$ cat src/fdp_pkg.sv
`default_nettype none
package fdp_pkg;
  // i/o register addresses
  localparam logic [7:0] KEY_ADDR   = 8'hf5;
  localparam logic [7:0] FDIV_ADDR  = 8'hf9;
  localparam logic [7:0] PROT_ADDR  = 8'hfa;
  localparam logic [7:0] IRQ_ADDR   = 8'hfb;
  localparam logic [7:0] PAGE_ADDR  = 8'hfc;
  localparam logic [7:0] PGCTL_ADDR = 8'hff;
  // unlock key sequence
  localparam logic [7:0] KEY_FIRST  = 8'hb6;
  localparam logic [7:0] KEY_SECOND = 8'h49;
  // reset values
  localparam logic [7:0] FDIV_RESET = 8'h01;
  localparam logic [7:0] PROT_RESET = 8'hff;
  localparam logic [7:0] PROT_ALL   = 8'hff;
  // irq control/status fields
  localparam int DONE_IRQ_EN_BIT = 7;
  localparam int ERR_IRQ_EN_BIT  = 6;
  localparam int DONE_BIT        = 5;
  localparam int WRITE_VIOL_BIT  = 3;
  localparam int TMO_BIT         = 2;
  localparam int PAGE_VIOL_BIT   = 1;
  localparam int MASS_VIOL_BIT   = 0;
  // page register info-page select, program control row bit
  localparam int INFO_EN_BIT     = 7;
  localparam int ROW_PROG_BIT    = 2;
  // flash geometry: 8 blocks of 32 KB, 18-bit address
  localparam int ADDR_W       = 18;
  localparam int BLK_LSB      = 15;
  localparam int NUM_BLK      = 8;
  // flash clock period window and row-program timeout
  localparam real FCLK_MIN_US   = 5.1;
  localparam real FCLK_MAX_US   = 6.5;
  localparam int  SYS_CLK_MHZ   = 50;
  localparam logic [12:0] ROW_TMO_FCLKS = 13'd4864;
  // unlock state machine
  typedef enum logic [2:0] {
    KS_LOCKED = 3'b001,
    KS_HALF   = 3'b010,
    KS_OPEN   = 3'b100
  } fdp_key_e;
endpackage
`default_nettype wire

$ cat src/fdp_clk_div.sv
`default_nettype none
// flash controller clock enable: one pulse every divide cycles
module fdp_clk_div (
  // clock and reset
  input  wire logic       clk,
  input  wire logic       rst,
  // divider setting
  input  wire logic [7:0] divide,
  // enable pulse
  output logic            tick
);
  logic [7:0] cnt_reg;

  always_ff @(posedge clk) begin
    if (rst) begin
      cnt_reg <= 8'h00;
      tick    <= 1'b0;
    end else if (cnt_reg + 8'h01 >= divide) begin
      cnt_reg <= 8'h00;
      tick    <= 1'b1;
    end else begin
      cnt_reg <= cnt_reg + 8'h01;
      tick    <= 1'b0;
    end
  end
endmodule
`default_nettype wire

$ cat src/fdp_flash_ctl.sv
`default_nettype none
// Function
// - flash clock is system clock over divider
// - divider is 8 bits, resets to one
// - divider writable only after unlock
// - key writes b6 then 49 unlock both
// - locked protect write forces all ones
// - protect bit n guards 32 KB block n
// - all blocks protected after reset
// - boot block protected by pin or bit
// - info page erased only if selected
// - row program stops after 4864 flash clocks
// - protected write refused, write violation set
// - protected page erase refused, violation set
// - mass erase refused if any protection
// - pin blocks boot page and mass erase
// - done flag on erase or row program success, irq if enabled
// - error flags raise irq if enabled
// - irq register read clears flags only
module fdp_flash_ctl (
  // clock and reset
  input  wire logic        clk,
  input  wire logic        rst,
  // i/o register port
  input  wire logic [7:0]  io_addr,
  input  wire logic [7:0]  io_wdata,
  input  wire logic        io_wr,
  input  wire logic        io_rd,
  output logic      [7:0]  io_rdata,
  // write-protect pin
  input  wire logic        write_protect_n,
  // flash array requests
  input  wire logic        write_req,
  input  wire logic [17:0] write_addr,
  input  wire logic        write_done,
  input  wire logic        page_erase_req,
  input  wire logic [17:0] page_erase_addr,
  input  wire logic        page_erase_done,
  input  wire logic        mass_erase_req,
  input  wire logic        mass_erase_done,
  input  wire logic        row_program_done,
  // grants and controls
  output logic             write_grant,
  output logic             page_erase_grant,
  output logic             mass_erase_grant,
  output logic             mass_erase_info,
  output logic             row_program_request,
  output logic             flash_clk_tick,
  output logic             irq
);
  logic [7:0]        flash_clock_divider_reg;
  logic [7:0]        block_protect_bits_reg;
  logic [7:0]        irq_reg;
  logic [7:0]        page_reg;
  logic [12:0]       tmo_reg;
  logic              tick;
  logic              unlocked;
  logic              wp_active;
  logic [7:0]        eff_prot;
  fdp_pkg::fdp_key_e key_reg;
  fdp_pkg::fdp_key_e key_next;

  // block index of an 18-bit flash address
  function automatic logic [2:0] blk_of(input logic [17:0] a);
    blk_of = a[fdp_pkg::ADDR_W-1:fdp_pkg::BLK_LSB];
  endfunction

  function automatic logic wr_hit(input logic [7:0] a);
    wr_hit = io_wr && (io_addr == a);
  endfunction

  fdp_clk_div u_div (
    .clk    (clk),
    .rst    (rst),
    .divide (flash_clock_divider_reg),
    .tick   (tick)
  );

  assign unlocked  = (key_reg == fdp_pkg::KS_OPEN);
  assign wp_active = ~write_protect_n;

  // effective protection, pin or-ed into boot block
  genvar g;
  generate
    for (g = 0; g < fdp_pkg::NUM_BLK; g++) begin : g_prot
      if (g == 0) begin : g_boot
        assign eff_prot[g] = block_protect_bits_reg[g] | wp_active;
      end else begin : g_other
        assign eff_prot[g] = block_protect_bits_reg[g];
      end
    end
  endgenerate

  // unlock sequence; other register writes relock, except divider and protect writes while open
  always_comb begin
    key_next = key_reg;
    case (key_reg)
      fdp_pkg::KS_LOCKED: begin
        if (wr_hit(fdp_pkg::KEY_ADDR) && io_wdata == fdp_pkg::KEY_FIRST)
          key_next = fdp_pkg::KS_HALF;
      end
      fdp_pkg::KS_HALF: begin
        if (io_wr) begin
          if (io_addr == fdp_pkg::KEY_ADDR && io_wdata == fdp_pkg::KEY_SECOND)
            key_next = fdp_pkg::KS_OPEN;
          else if (io_addr == fdp_pkg::KEY_ADDR && io_wdata == fdp_pkg::KEY_FIRST)
            key_next = fdp_pkg::KS_HALF;
          else
            key_next = fdp_pkg::KS_LOCKED;
        end
      end
      // a fresh first key restarts the sequence instead of dropping it
      fdp_pkg::KS_OPEN: begin
        if (wr_hit(fdp_pkg::KEY_ADDR) && io_wdata == fdp_pkg::KEY_FIRST)
          key_next = fdp_pkg::KS_HALF;
        else if (io_wr && io_addr != fdp_pkg::FDIV_ADDR && io_addr != fdp_pkg::PROT_ADDR)
          key_next = fdp_pkg::KS_LOCKED;
      end
      default: key_next = fdp_pkg::KS_LOCKED;
    endcase
  end

  always_ff @(posedge clk) begin
    if (rst) key_reg <= fdp_pkg::KS_LOCKED;
    else     key_reg <= key_next;
  end

  always_ff @(posedge clk) begin
    if (rst)
      flash_clock_divider_reg <= fdp_pkg::FDIV_RESET;
    else if (wr_hit(fdp_pkg::FDIV_ADDR) && unlocked && io_wdata != 8'h00)
      flash_clock_divider_reg <= io_wdata;
  end

  always_ff @(posedge clk) begin
    if (rst)
      block_protect_bits_reg <= fdp_pkg::PROT_RESET;
    else if (wr_hit(fdp_pkg::PROT_ADDR))
      block_protect_bits_reg <= unlocked ? io_wdata : fdp_pkg::PROT_ALL;
  end

  always_ff @(posedge clk) begin
    if (rst) page_reg <= 8'h00;
    else if (wr_hit(fdp_pkg::PAGE_ADDR)) page_reg <= io_wdata;
  end

  // row program with timeout counted in flash clocks
  always_ff @(posedge clk) begin
    if (rst) begin
      row_program_request <= 1'b0;
      tmo_reg             <= 13'd0;
    end else if (wr_hit(fdp_pkg::PGCTL_ADDR)) begin
      row_program_request <= io_wdata[fdp_pkg::ROW_PROG_BIT];
      tmo_reg             <= 13'd0;
    end else if (row_program_request) begin
      if (row_program_done) begin
        row_program_request <= 1'b0;
      end else if (tick) begin
        if (tmo_reg + 13'd1 >= fdp_pkg::ROW_TMO_FCLKS)
          row_program_request <= 1'b0;
        tmo_reg <= tmo_reg + 13'd1;
      end
    end
  end

  logic tmo_evt;
  assign tmo_evt = row_program_request && !row_program_done && tick &&
                   (tmo_reg + 13'd1 >= fdp_pkg::ROW_TMO_FCLKS) &&
                   !wr_hit(fdp_pkg::PGCTL_ADDR);

  logic write_violation_flag_evt;
  logic page_erase_violation_flag_evt;
  logic mass_erase_violation_flag_evt;
  logic done_evt;
  logic info_sel;
  assign info_sel     = page_reg[fdp_pkg::INFO_EN_BIT];
  assign write_violation_flag_evt   = write_req && eff_prot[blk_of(write_addr)];
  assign page_erase_violation_flag_evt   = page_erase_req && !info_sel &&
                        eff_prot[blk_of(page_erase_addr)];
  assign mass_erase_violation_flag_evt = mass_erase_req && (|eff_prot);
  assign done_evt     = page_erase_done || mass_erase_done ||
                        (row_program_done && row_program_request);

  // grants go only to unprotected requests
  always_ff @(posedge clk) begin
    if (rst) begin
      write_grant      <= 1'b0;
      page_erase_grant <= 1'b0;
      mass_erase_grant <= 1'b0;
      mass_erase_info  <= 1'b0;
    end else begin
      write_grant      <= write_req && !write_violation_flag_evt;
      page_erase_grant <= page_erase_req && !page_erase_violation_flag_evt;
      mass_erase_grant <= mass_erase_req && !mass_erase_violation_flag_evt;
      mass_erase_info  <= info_sel;
    end
  end

  // flags: set beats read-clear, enables kept
  logic rd_irq;
  logic [7:0] set_bits;
  assign rd_irq = io_rd && (io_addr == fdp_pkg::IRQ_ADDR);
  always_comb begin
    set_bits = 8'h00;
    set_bits[fdp_pkg::DONE_BIT]     = done_evt;
    set_bits[fdp_pkg::WRITE_VIOL_BIT] = write_violation_flag_evt;
    set_bits[fdp_pkg::TMO_BIT]        = tmo_evt;
    set_bits[fdp_pkg::PAGE_VIOL_BIT]  = page_erase_violation_flag_evt;
    set_bits[fdp_pkg::MASS_VIOL_BIT]  = mass_erase_violation_flag_evt;
  end

  always_ff @(posedge clk) begin
    if (rst) begin
      irq_reg <= 8'h00;
    end else begin
      if (wr_hit(fdp_pkg::IRQ_ADDR)) begin
        irq_reg[fdp_pkg::DONE_IRQ_EN_BIT] <= io_wdata[fdp_pkg::DONE_IRQ_EN_BIT];
        irq_reg[fdp_pkg::ERR_IRQ_EN_BIT]  <= io_wdata[fdp_pkg::ERR_IRQ_EN_BIT];
      end
      irq_reg[5:0] <= (rd_irq ? 6'h00 : irq_reg[5:0]) | set_bits[5:0];
    end
  end

  always_ff @(posedge clk) begin
    if (rst) irq <= 1'b0;
    else irq <= (irq_reg[fdp_pkg::DONE_IRQ_EN_BIT] && irq_reg[fdp_pkg::DONE_BIT]) ||
                (irq_reg[fdp_pkg::ERR_IRQ_EN_BIT] && (|irq_reg[3:0]));
  end

  always_ff @(posedge clk) begin
    if (rst) flash_clk_tick <= 1'b0;
    else flash_clk_tick <= tick;
  end

  // read data registered one cycle after the strobe
  always_ff @(posedge clk) begin
    if (rst) io_rdata <= 8'h00;
    else if (io_rd) begin
      case (io_addr)
        fdp_pkg::FDIV_ADDR:  io_rdata <= flash_clock_divider_reg;
        fdp_pkg::PROT_ADDR:  io_rdata <= block_protect_bits_reg;
        fdp_pkg::IRQ_ADDR:   io_rdata <= {irq_reg[7:5], 1'b0, irq_reg[3:0]};
        fdp_pkg::PAGE_ADDR:  io_rdata <= page_reg;
        fdp_pkg::PGCTL_ADDR: io_rdata <= {5'h00, row_program_request, 2'b00};
        default:             io_rdata <= 8'h00;
      endcase
    end
  end

  // checks
  a_prot_locked: assert property (@(posedge clk) disable iff (rst)
    wr_hit(fdp_pkg::PROT_ADDR) && !unlocked |=> block_protect_bits_reg == fdp_pkg::PROT_ALL)
    else $error("locked protect write did not force all ones");
  a_fdiv_locked: assert property (@(posedge clk) disable iff (rst)
    wr_hit(fdp_pkg::FDIV_ADDR) && !unlocked |=> $stable(flash_clock_divider_reg))
    else $error("divider changed while locked");
  a_key_open: assert property (@(posedge clk) disable iff (rst)
    wr_hit(fdp_pkg::KEY_ADDR) && io_wdata == fdp_pkg::KEY_FIRST ##1 !io_wr ##1
    wr_hit(fdp_pkg::KEY_ADDR) && io_wdata == fdp_pkg::KEY_SECOND |=> unlocked)
    else $error("key sequence did not unlock");
  a_boot_pin: assert property (@(posedge clk) disable iff (rst)
    wp_active && mass_erase_req |=> irq_reg[fdp_pkg::MASS_VIOL_BIT] && !mass_erase_grant)
    else $error("mass erase passed with pin asserted");
  a_write_violation_flag: assert property (@(posedge clk) disable iff (rst)
    write_req && block_protect_bits_reg[blk_of(write_addr)] |=>
    !write_grant && irq_reg[fdp_pkg::WRITE_VIOL_BIT])
    else $error("protected write not refused");
  a_page_erase_violation_flag: assert property (@(posedge clk) disable iff (rst)
    page_erase_req && !info_sel && block_protect_bits_reg[blk_of(page_erase_addr)] |=>
    !page_erase_grant && irq_reg[fdp_pkg::PAGE_VIOL_BIT])
    else $error("protected page erase not refused");
  a_rd_clear: assert property (@(posedge clk) disable iff (rst)
    rd_irq && set_bits == 8'h00 && !wr_hit(fdp_pkg::IRQ_ADDR) |=>
    irq_reg[5:0] == 6'h00 && $stable(irq_reg[7:6]))
    else $error("irq read did not clear flags");
  a_irq_err: assert property (@(posedge clk) disable iff (rst)
    irq_reg[fdp_pkg::ERR_IRQ_EN_BIT] && irq_reg[fdp_pkg::WRITE_VIOL_BIT] |=> irq)
    else $error("error flag did not raise irq");
  a_tmo_stop: assert property (@(posedge clk) disable iff (rst)
    tmo_evt |=> !row_program_request && irq_reg[fdp_pkg::TMO_BIT])
    else $error("row program timeout not handled");
  c_unlock:   cover property (@(posedge clk) disable iff (rst) unlocked);
  c_timeout:  cover property (@(posedge clk) disable iff (rst) tmo_evt);
  c_done_irq: cover property (@(posedge clk) disable iff (rst) done_evt ##2 irq);
endmodule
`default_nettype wire

$ cat config.mk
export PLATFORM = sky130hd
export DESIGN_NAME = fdp_flash_ctl
export DESIGN_NICKNAME = d
export VERILOG_FILES = /design/src/fdp_pkg.sv /design/src/fdp_clk_div.sv /design/src/fdp_flash_ctl.sv
export SDC_FILE = /design/constraint.sdc
export NUM_CORES = 1
export LEC_CHECK = 0
export ABC_AREA = 1
export BUFFER_PORTS_ARGS = -buffer_cell sky130_fd_sc_hd__buf_2
export CELL_PAD_IN_SITES_DETAIL_PLACEMENT = 0
export CELL_PAD_IN_SITES_GLOBAL_PLACEMENT = 1
export CORE_UTILIZATION = 43
export CTS_BUF_LIST = sky130_fd_sc_hd__clkbuf_2 sky130_fd_sc_hd__clkbuf_4 sky130_fd_sc_hd__clkbuf_8
export DETAILED_ROUTE_END_ITERATION = 10
export PLACE_DENSITY_LB_ADDON = 0.12
export SKIP_CTS_REPAIR_TIMING = 1
export SKIP_LAST_GASP = 1
export SYNTH_ARGS = -nofsm -noshare
export SYNTH_HDL_FRONTEND = slang
export SYNTH_SLANG_ARGS = --single-unit
$ cat constraint.sdc
create_clock -name clk -period 4.57 [get_ports clk]
set_input_delay 0.2285 -clock clk [delete_from_list [all_inputs] [get_ports clk]]
set_output_delay 0.2285 -clock clk [all_outputs]
set_load 0.01 [all_outputs]
==> Yosys cells after proc, flatten, opt, wreduce, memory -nomap -nowiden <==
Index checks and enable logic that the tools add are counted.
{ "op_classes": {"add_sub_neg": 2, "bitwise": 4, "reduce_logical": 44, "n_lt_le_gt_ge": 4, "eq_ne": 16, "n_mux": 20} }
{ "ops": {"columns": ["operator", "count"], "rows": [
  ["8-bit equality test, second input constant", 7],
  ["8-bit one-hot mux with 5 select lines", 1],
  ["1-bit logical AND", 28],
  ["8-bit != test, second input constant", 2],
  ["3-bit two-way mux", 5],
  ["13-bit by 1-bit adder with 13-bit output, second input constant", 1],
  ["13-bit >= comparator, second input constant", 1],
  ["3-bit one-hot mux with 3 select lines", 1],
  ["8-bit by 1-bit adder with 8-bit output, second input constant", 1],
  ["8-bit by 7-bit equality test with 1-bit output, second input constant", 1],
  ["8-bit >= comparator", 1],
  ["3-bit by 4-bit less-than comparator with 1-bit output, second input constant", 2],
  ["1-bit two-way mux", 8],
  ["8-bit two-way mux", 1],
  ["8-bit nonzero test", 1],
  ["8-bit OR reduction", 1],
  ["1-bit binary-select mux with 3-bit select", 2],
  ["1-bit zero test", 6],
  ["6-bit two-way mux", 1],
  ["6-bit bitwise OR", 1],
  ["3-bit AND reduction", 2],
  ["2-bit != test, second input constant", 2],
  ["2-bit OR reduction", 2],
  ["4-bit OR reduction", 1],
  ["other kinds (8)", 11]
]} }
{ "word_totals": {"input_bits": 64, "ff_bits": 72, "wordCells": 107, "output_inout_bits": 15} }

==> Depth between registers and ports, before layout <==
{ "depth": {"word_depth": 7, "ltp_mapped": 12, "depth_no_buf": 12} }

==> Cells and area by module <==
From an unflattened synthesis, not the netlist that was laid out.
{ "hier_totals": {"cells_unflattened": 535, "area_unflattened_um2": 3732.3} }
{ "by_module_without_submodules": {"columns": ["module", "seq_area_each_um2", "cells_per_inst", "instances", "area_each_um2"], "rows": [
  ["fdp_flash_ctl", 1241.2, 454, 1, 3135.5],
  ["fdp_clk_div", 180.2, 81, 1, 596.8]
]} }

==> Worst setup path after synthesis <==
OpenSTA, ideal clock, no wires.
{ "synth_path": {"path_type": "register to register", "from": "register u_div.cnt_reg[0]", "to": "register u_div.cnt_reg[7]", "setup_ps": 125, "path_slack_ps": 2526, "stages_incl_launch_ff": 12, "synth_period_minus_slack_ps": 2044, "path_buffers": 0, "required_ps": 4445, "arrival_time_ps": 1920, "cell_sequence": "dfxtp_1 nand3_1 nand3b_1 and3b_1 xor2_1 inv_1 ha_1 nand2_1 nor2_1 nand4_1 nand4_1 nor2_1"} }
{ "synth_via": {"elab_chain_len": 3} }
{ "synth_rtl": {"columns": ["item", "line", "rtl"], "rows": [
  ["start: declaration", "fdp_clk_div.sv:12", "logic [7:0] cnt_reg;"],
  ["start signal: assignment", "fdp_clk_div.sv:22", "cnt_reg <= cnt_reg + 8'h01;"],
  ["8-bit by 1-bit adder with 8-bit output (*)", "fdp_clk_div.sv:18, fdp_clk_div.sv:22", null],
  ["8-bit >= comparator", "fdp_clk_div.sv:18", "end else if (cnt_reg + 8'h01 >= divide) begin"],
  ["2-bit OR reduction (no source line)", null, null]
]} }
Every way passes the cells marked *; elsewhere a longest branch is shown, timed or not.
A chain may end at the register's enable or synchronous reset.

==> Worst setup path after layout <==
Ends and elaborated chain as after synthesis.

==> metrics.yaml <==
placed_design:
  pre_cts_slack_ns: 2.208
  placed_cells: 656
  place.port_buffers: 47
  dpl.hpwl_um: 6737
  place.gp.congestion: 0.8183
worst_hold_path:
  holdCritPathClass: "primary input to register"
  min_from: "page_erase_req"
  hold-path-cell-count: 3
flow_run:
  drv_cap: 0
synthesis:
  syn_nets: 592
  seq_area_frac_synth_pct: 39.69
  synth_edf_count: 0
  syn-cell-area_um2: 3581
  ys_ff_latch: 71
  ys_types: 36
  avgSynthCellArea_um2: 6.926
  ys_async_sr_fraction_pct: 0
  yosys_warnings: 0
  yosys_most_used_dff: "dfxtp_1"
  synth_top_area_cell: "dfxtp_1"
  synth_area_leaders: "dfxtp_1 (40%), nand2_1 (11%), a21oi_1 (6.6%)"
  synth.top_cell.area_share_pct: 39.69
  syn_inst: 517
layout:
  fillers: 818
  largest_reg_flops: 13
  fin_cells: 672
  insertedDiodeCount: 0
  final_layout_size_suffix_gt1_share_pct: 14.91
  layout.nets: 640
  area_growth_syn_to_layout_pct: 15.30
routing:
  drc: 0
  drt_first_pass_iters: 4
  ant_nets: 0
  drt_iter0_markers: 106
  via_per_inst: 5.104
  drt_wl_total_um: 8903
  routedWlPerCell_um: 13.25
  vias: 3430
global_route:
  grt_pass1_wl_um: 14760
  grt_overflow: 0
  grt_max_degree: 36
  grt.total_usage_pct: 21.94
  antenna_found_initial: 0
  grt_pass1_vias: 3077
cts:
  cts_tree: "yes"
  clockBufferDepth: 2
  numCtsBuffers: 9
  htree_num_levels: 3
  clock-sinks: 71
  path_clk_slew_ns: 0.08
  clk_latency_ns: 0.35
  clock-root-buffer: "clkbuf_8"
setup_path:
  cp-end-kind: "register"
  slowest_stage: "dfxtp_1"
  worstPathMaxFanout: 8
  critPathArrivalTime_ns: 2.64
  worstSetupStartpointType: "register"
  reg2reg_depth: 10
  crit_chain: "nand3_1 -> nand3b_1 -> and3b_1 -> xor2_1 -> inv_1 -> ha_1 -> a21oi_1 -> o21a_1 -> nand4_1 -> nor2_1"
  worstPathRequired_ns: 4.85
  slowest_delay_ns: 0.39
  crit_start: "u_div.cnt_reg[0]"
  crit_type: "register to register"
  reg2reg_setup_slack_ns: 2.20
  timing.rr.start: "u_div.cnt_reg[0]"
sta:
  fin_worst_skew_ns: 0.007509
  grt_setup_unrepaired: "false"
  period_share_pct: 51.80
  slew_viol_final: 0
  holdWs_ns: 0.1041
  hold_viol: 0
  worst_slack_ns: 2.203
  setup_viol: 0
  relSlewSlack_pct: 66.78
  tns_ns: 0
  max_slew.worst_pin.slew_ns: 0.4977
  fmax_mhz: 422.4
  period_minus_slack_ns: 2.367
floorplanning:
  coreArea_um2: 7888
  die_area_um2: 8697
  start_util_pct: 45.40
  rows: 32
  die_x_um: 93.26
  die_h_um: 93.26
  io_pins: 79
status:
  status: "finished, final reports clean"
power_and_ir_drop:
  power_mw: 1.412
  leakagePower_nw: 1.824
  powerDensity_nw_per_um2: 342.0
  vdd_drop_max_v: 0.0001973
## cell usage in the layout, fill, tap and decap left out, types with 14 or more instances in the layout
master   netlist  layout
nand2_1      106     106
dfxtp_1       71      71
inv_1         59      59
nor2_1        58      58
a21oi_1       47      47
buf_2          4      47
nand3_1       37      37
o21ai_0       28      28
nand4_1       15      15
o21ai_1       14      14
## final cells by class
type / instances / area [um^2] / share of cell area [%]
clock buffers: 13 / 166.4 / 4.030
clock inverters: 3 / 65.06 / 1.576
inverters: 69 / 259.0 / 6.273
multi-input cells: 366 / 1847 / 44.73
flip-flops and latches: 71 / 1421 / 34.42
well taps: 102 / 127.6 / 3.091
repair buffers: 48 / 242.7 / 5.879
## metrics by stage
step                utilization [%]  cell area (um^2)
finish                        52.35              4129
global route                  52.35              4129
CTS                           52.35              4129
detailed placement            49.41              3897
global placement              49.41              3897
floorplan                         -              3581
## metal layers
layer | wire [um] | track usage [%] | vias up | part of all wire, %
met4 | 203 | 10.38 | 0 | 2.3
met5 | 0 | 0 | - | 0
li1 | - | - | 1802 | -
met1 | 4441 | 29.70 | 1549 | 50
met3 | 308 | 3.659 | 12 | 3.5
met2 | 3949 | 33.88 | 67 | 44
## power breakdown
part / switching [mW] / internal (mW)
clock network: 0.235 / 0.349
registers: 0.0190 / 0.638
logic: 0.109 / 0.0630
## Yosys cell counts, types with 2 or more instances
cell type / count
nand4_1: 15
nand2_2: 3
o211ai_1: 2
inv_2: 9
a21oi_1: 47
nand3b_1: 2
xor2_1: 7
buf_2: 4
nand2_1: 106
ha_1: 11
o22ai_1: 10
nor3_1: 4
dfxtp_1: 71
nand3_1: 37
nor2_1: 58
inv_1: 59
o21a_1: 3
a211oi_1: 2
clkbuf_1: 6
o21ai_1: 14
nor2_2: 5
o21ai_0: 28
## worst paths after layout
check	endpoint
max reg2reg	u_div.cnt_reg[7]
max	u_div.cnt_reg[7]
min reg2reg	io_rdata[4]
min	page_erase_grant
## cell families after synthesis
group           share of synthesized area (%)
simple gates                            29.14
compound gates                          16.63
buf+inv                                 8.735
flops                                   39.69
fa+ha+maj                               3.843
xor+xnor                                1.957
## worst max-delay path: cells and delay by family (launching register included)
kind / cells / cell delay, ns
adders and majority gates: 1 / 0.29
DFF: 1 / 0.39
buffers and inverters: 1 / 0.08
AOI/OAI and AO/OA: 2 / 0.30
and+or+nand+nor: 5 / 1.05
xor gates and xnor gates: 1 / 0.19
Power figures use the tool's default switching activity.
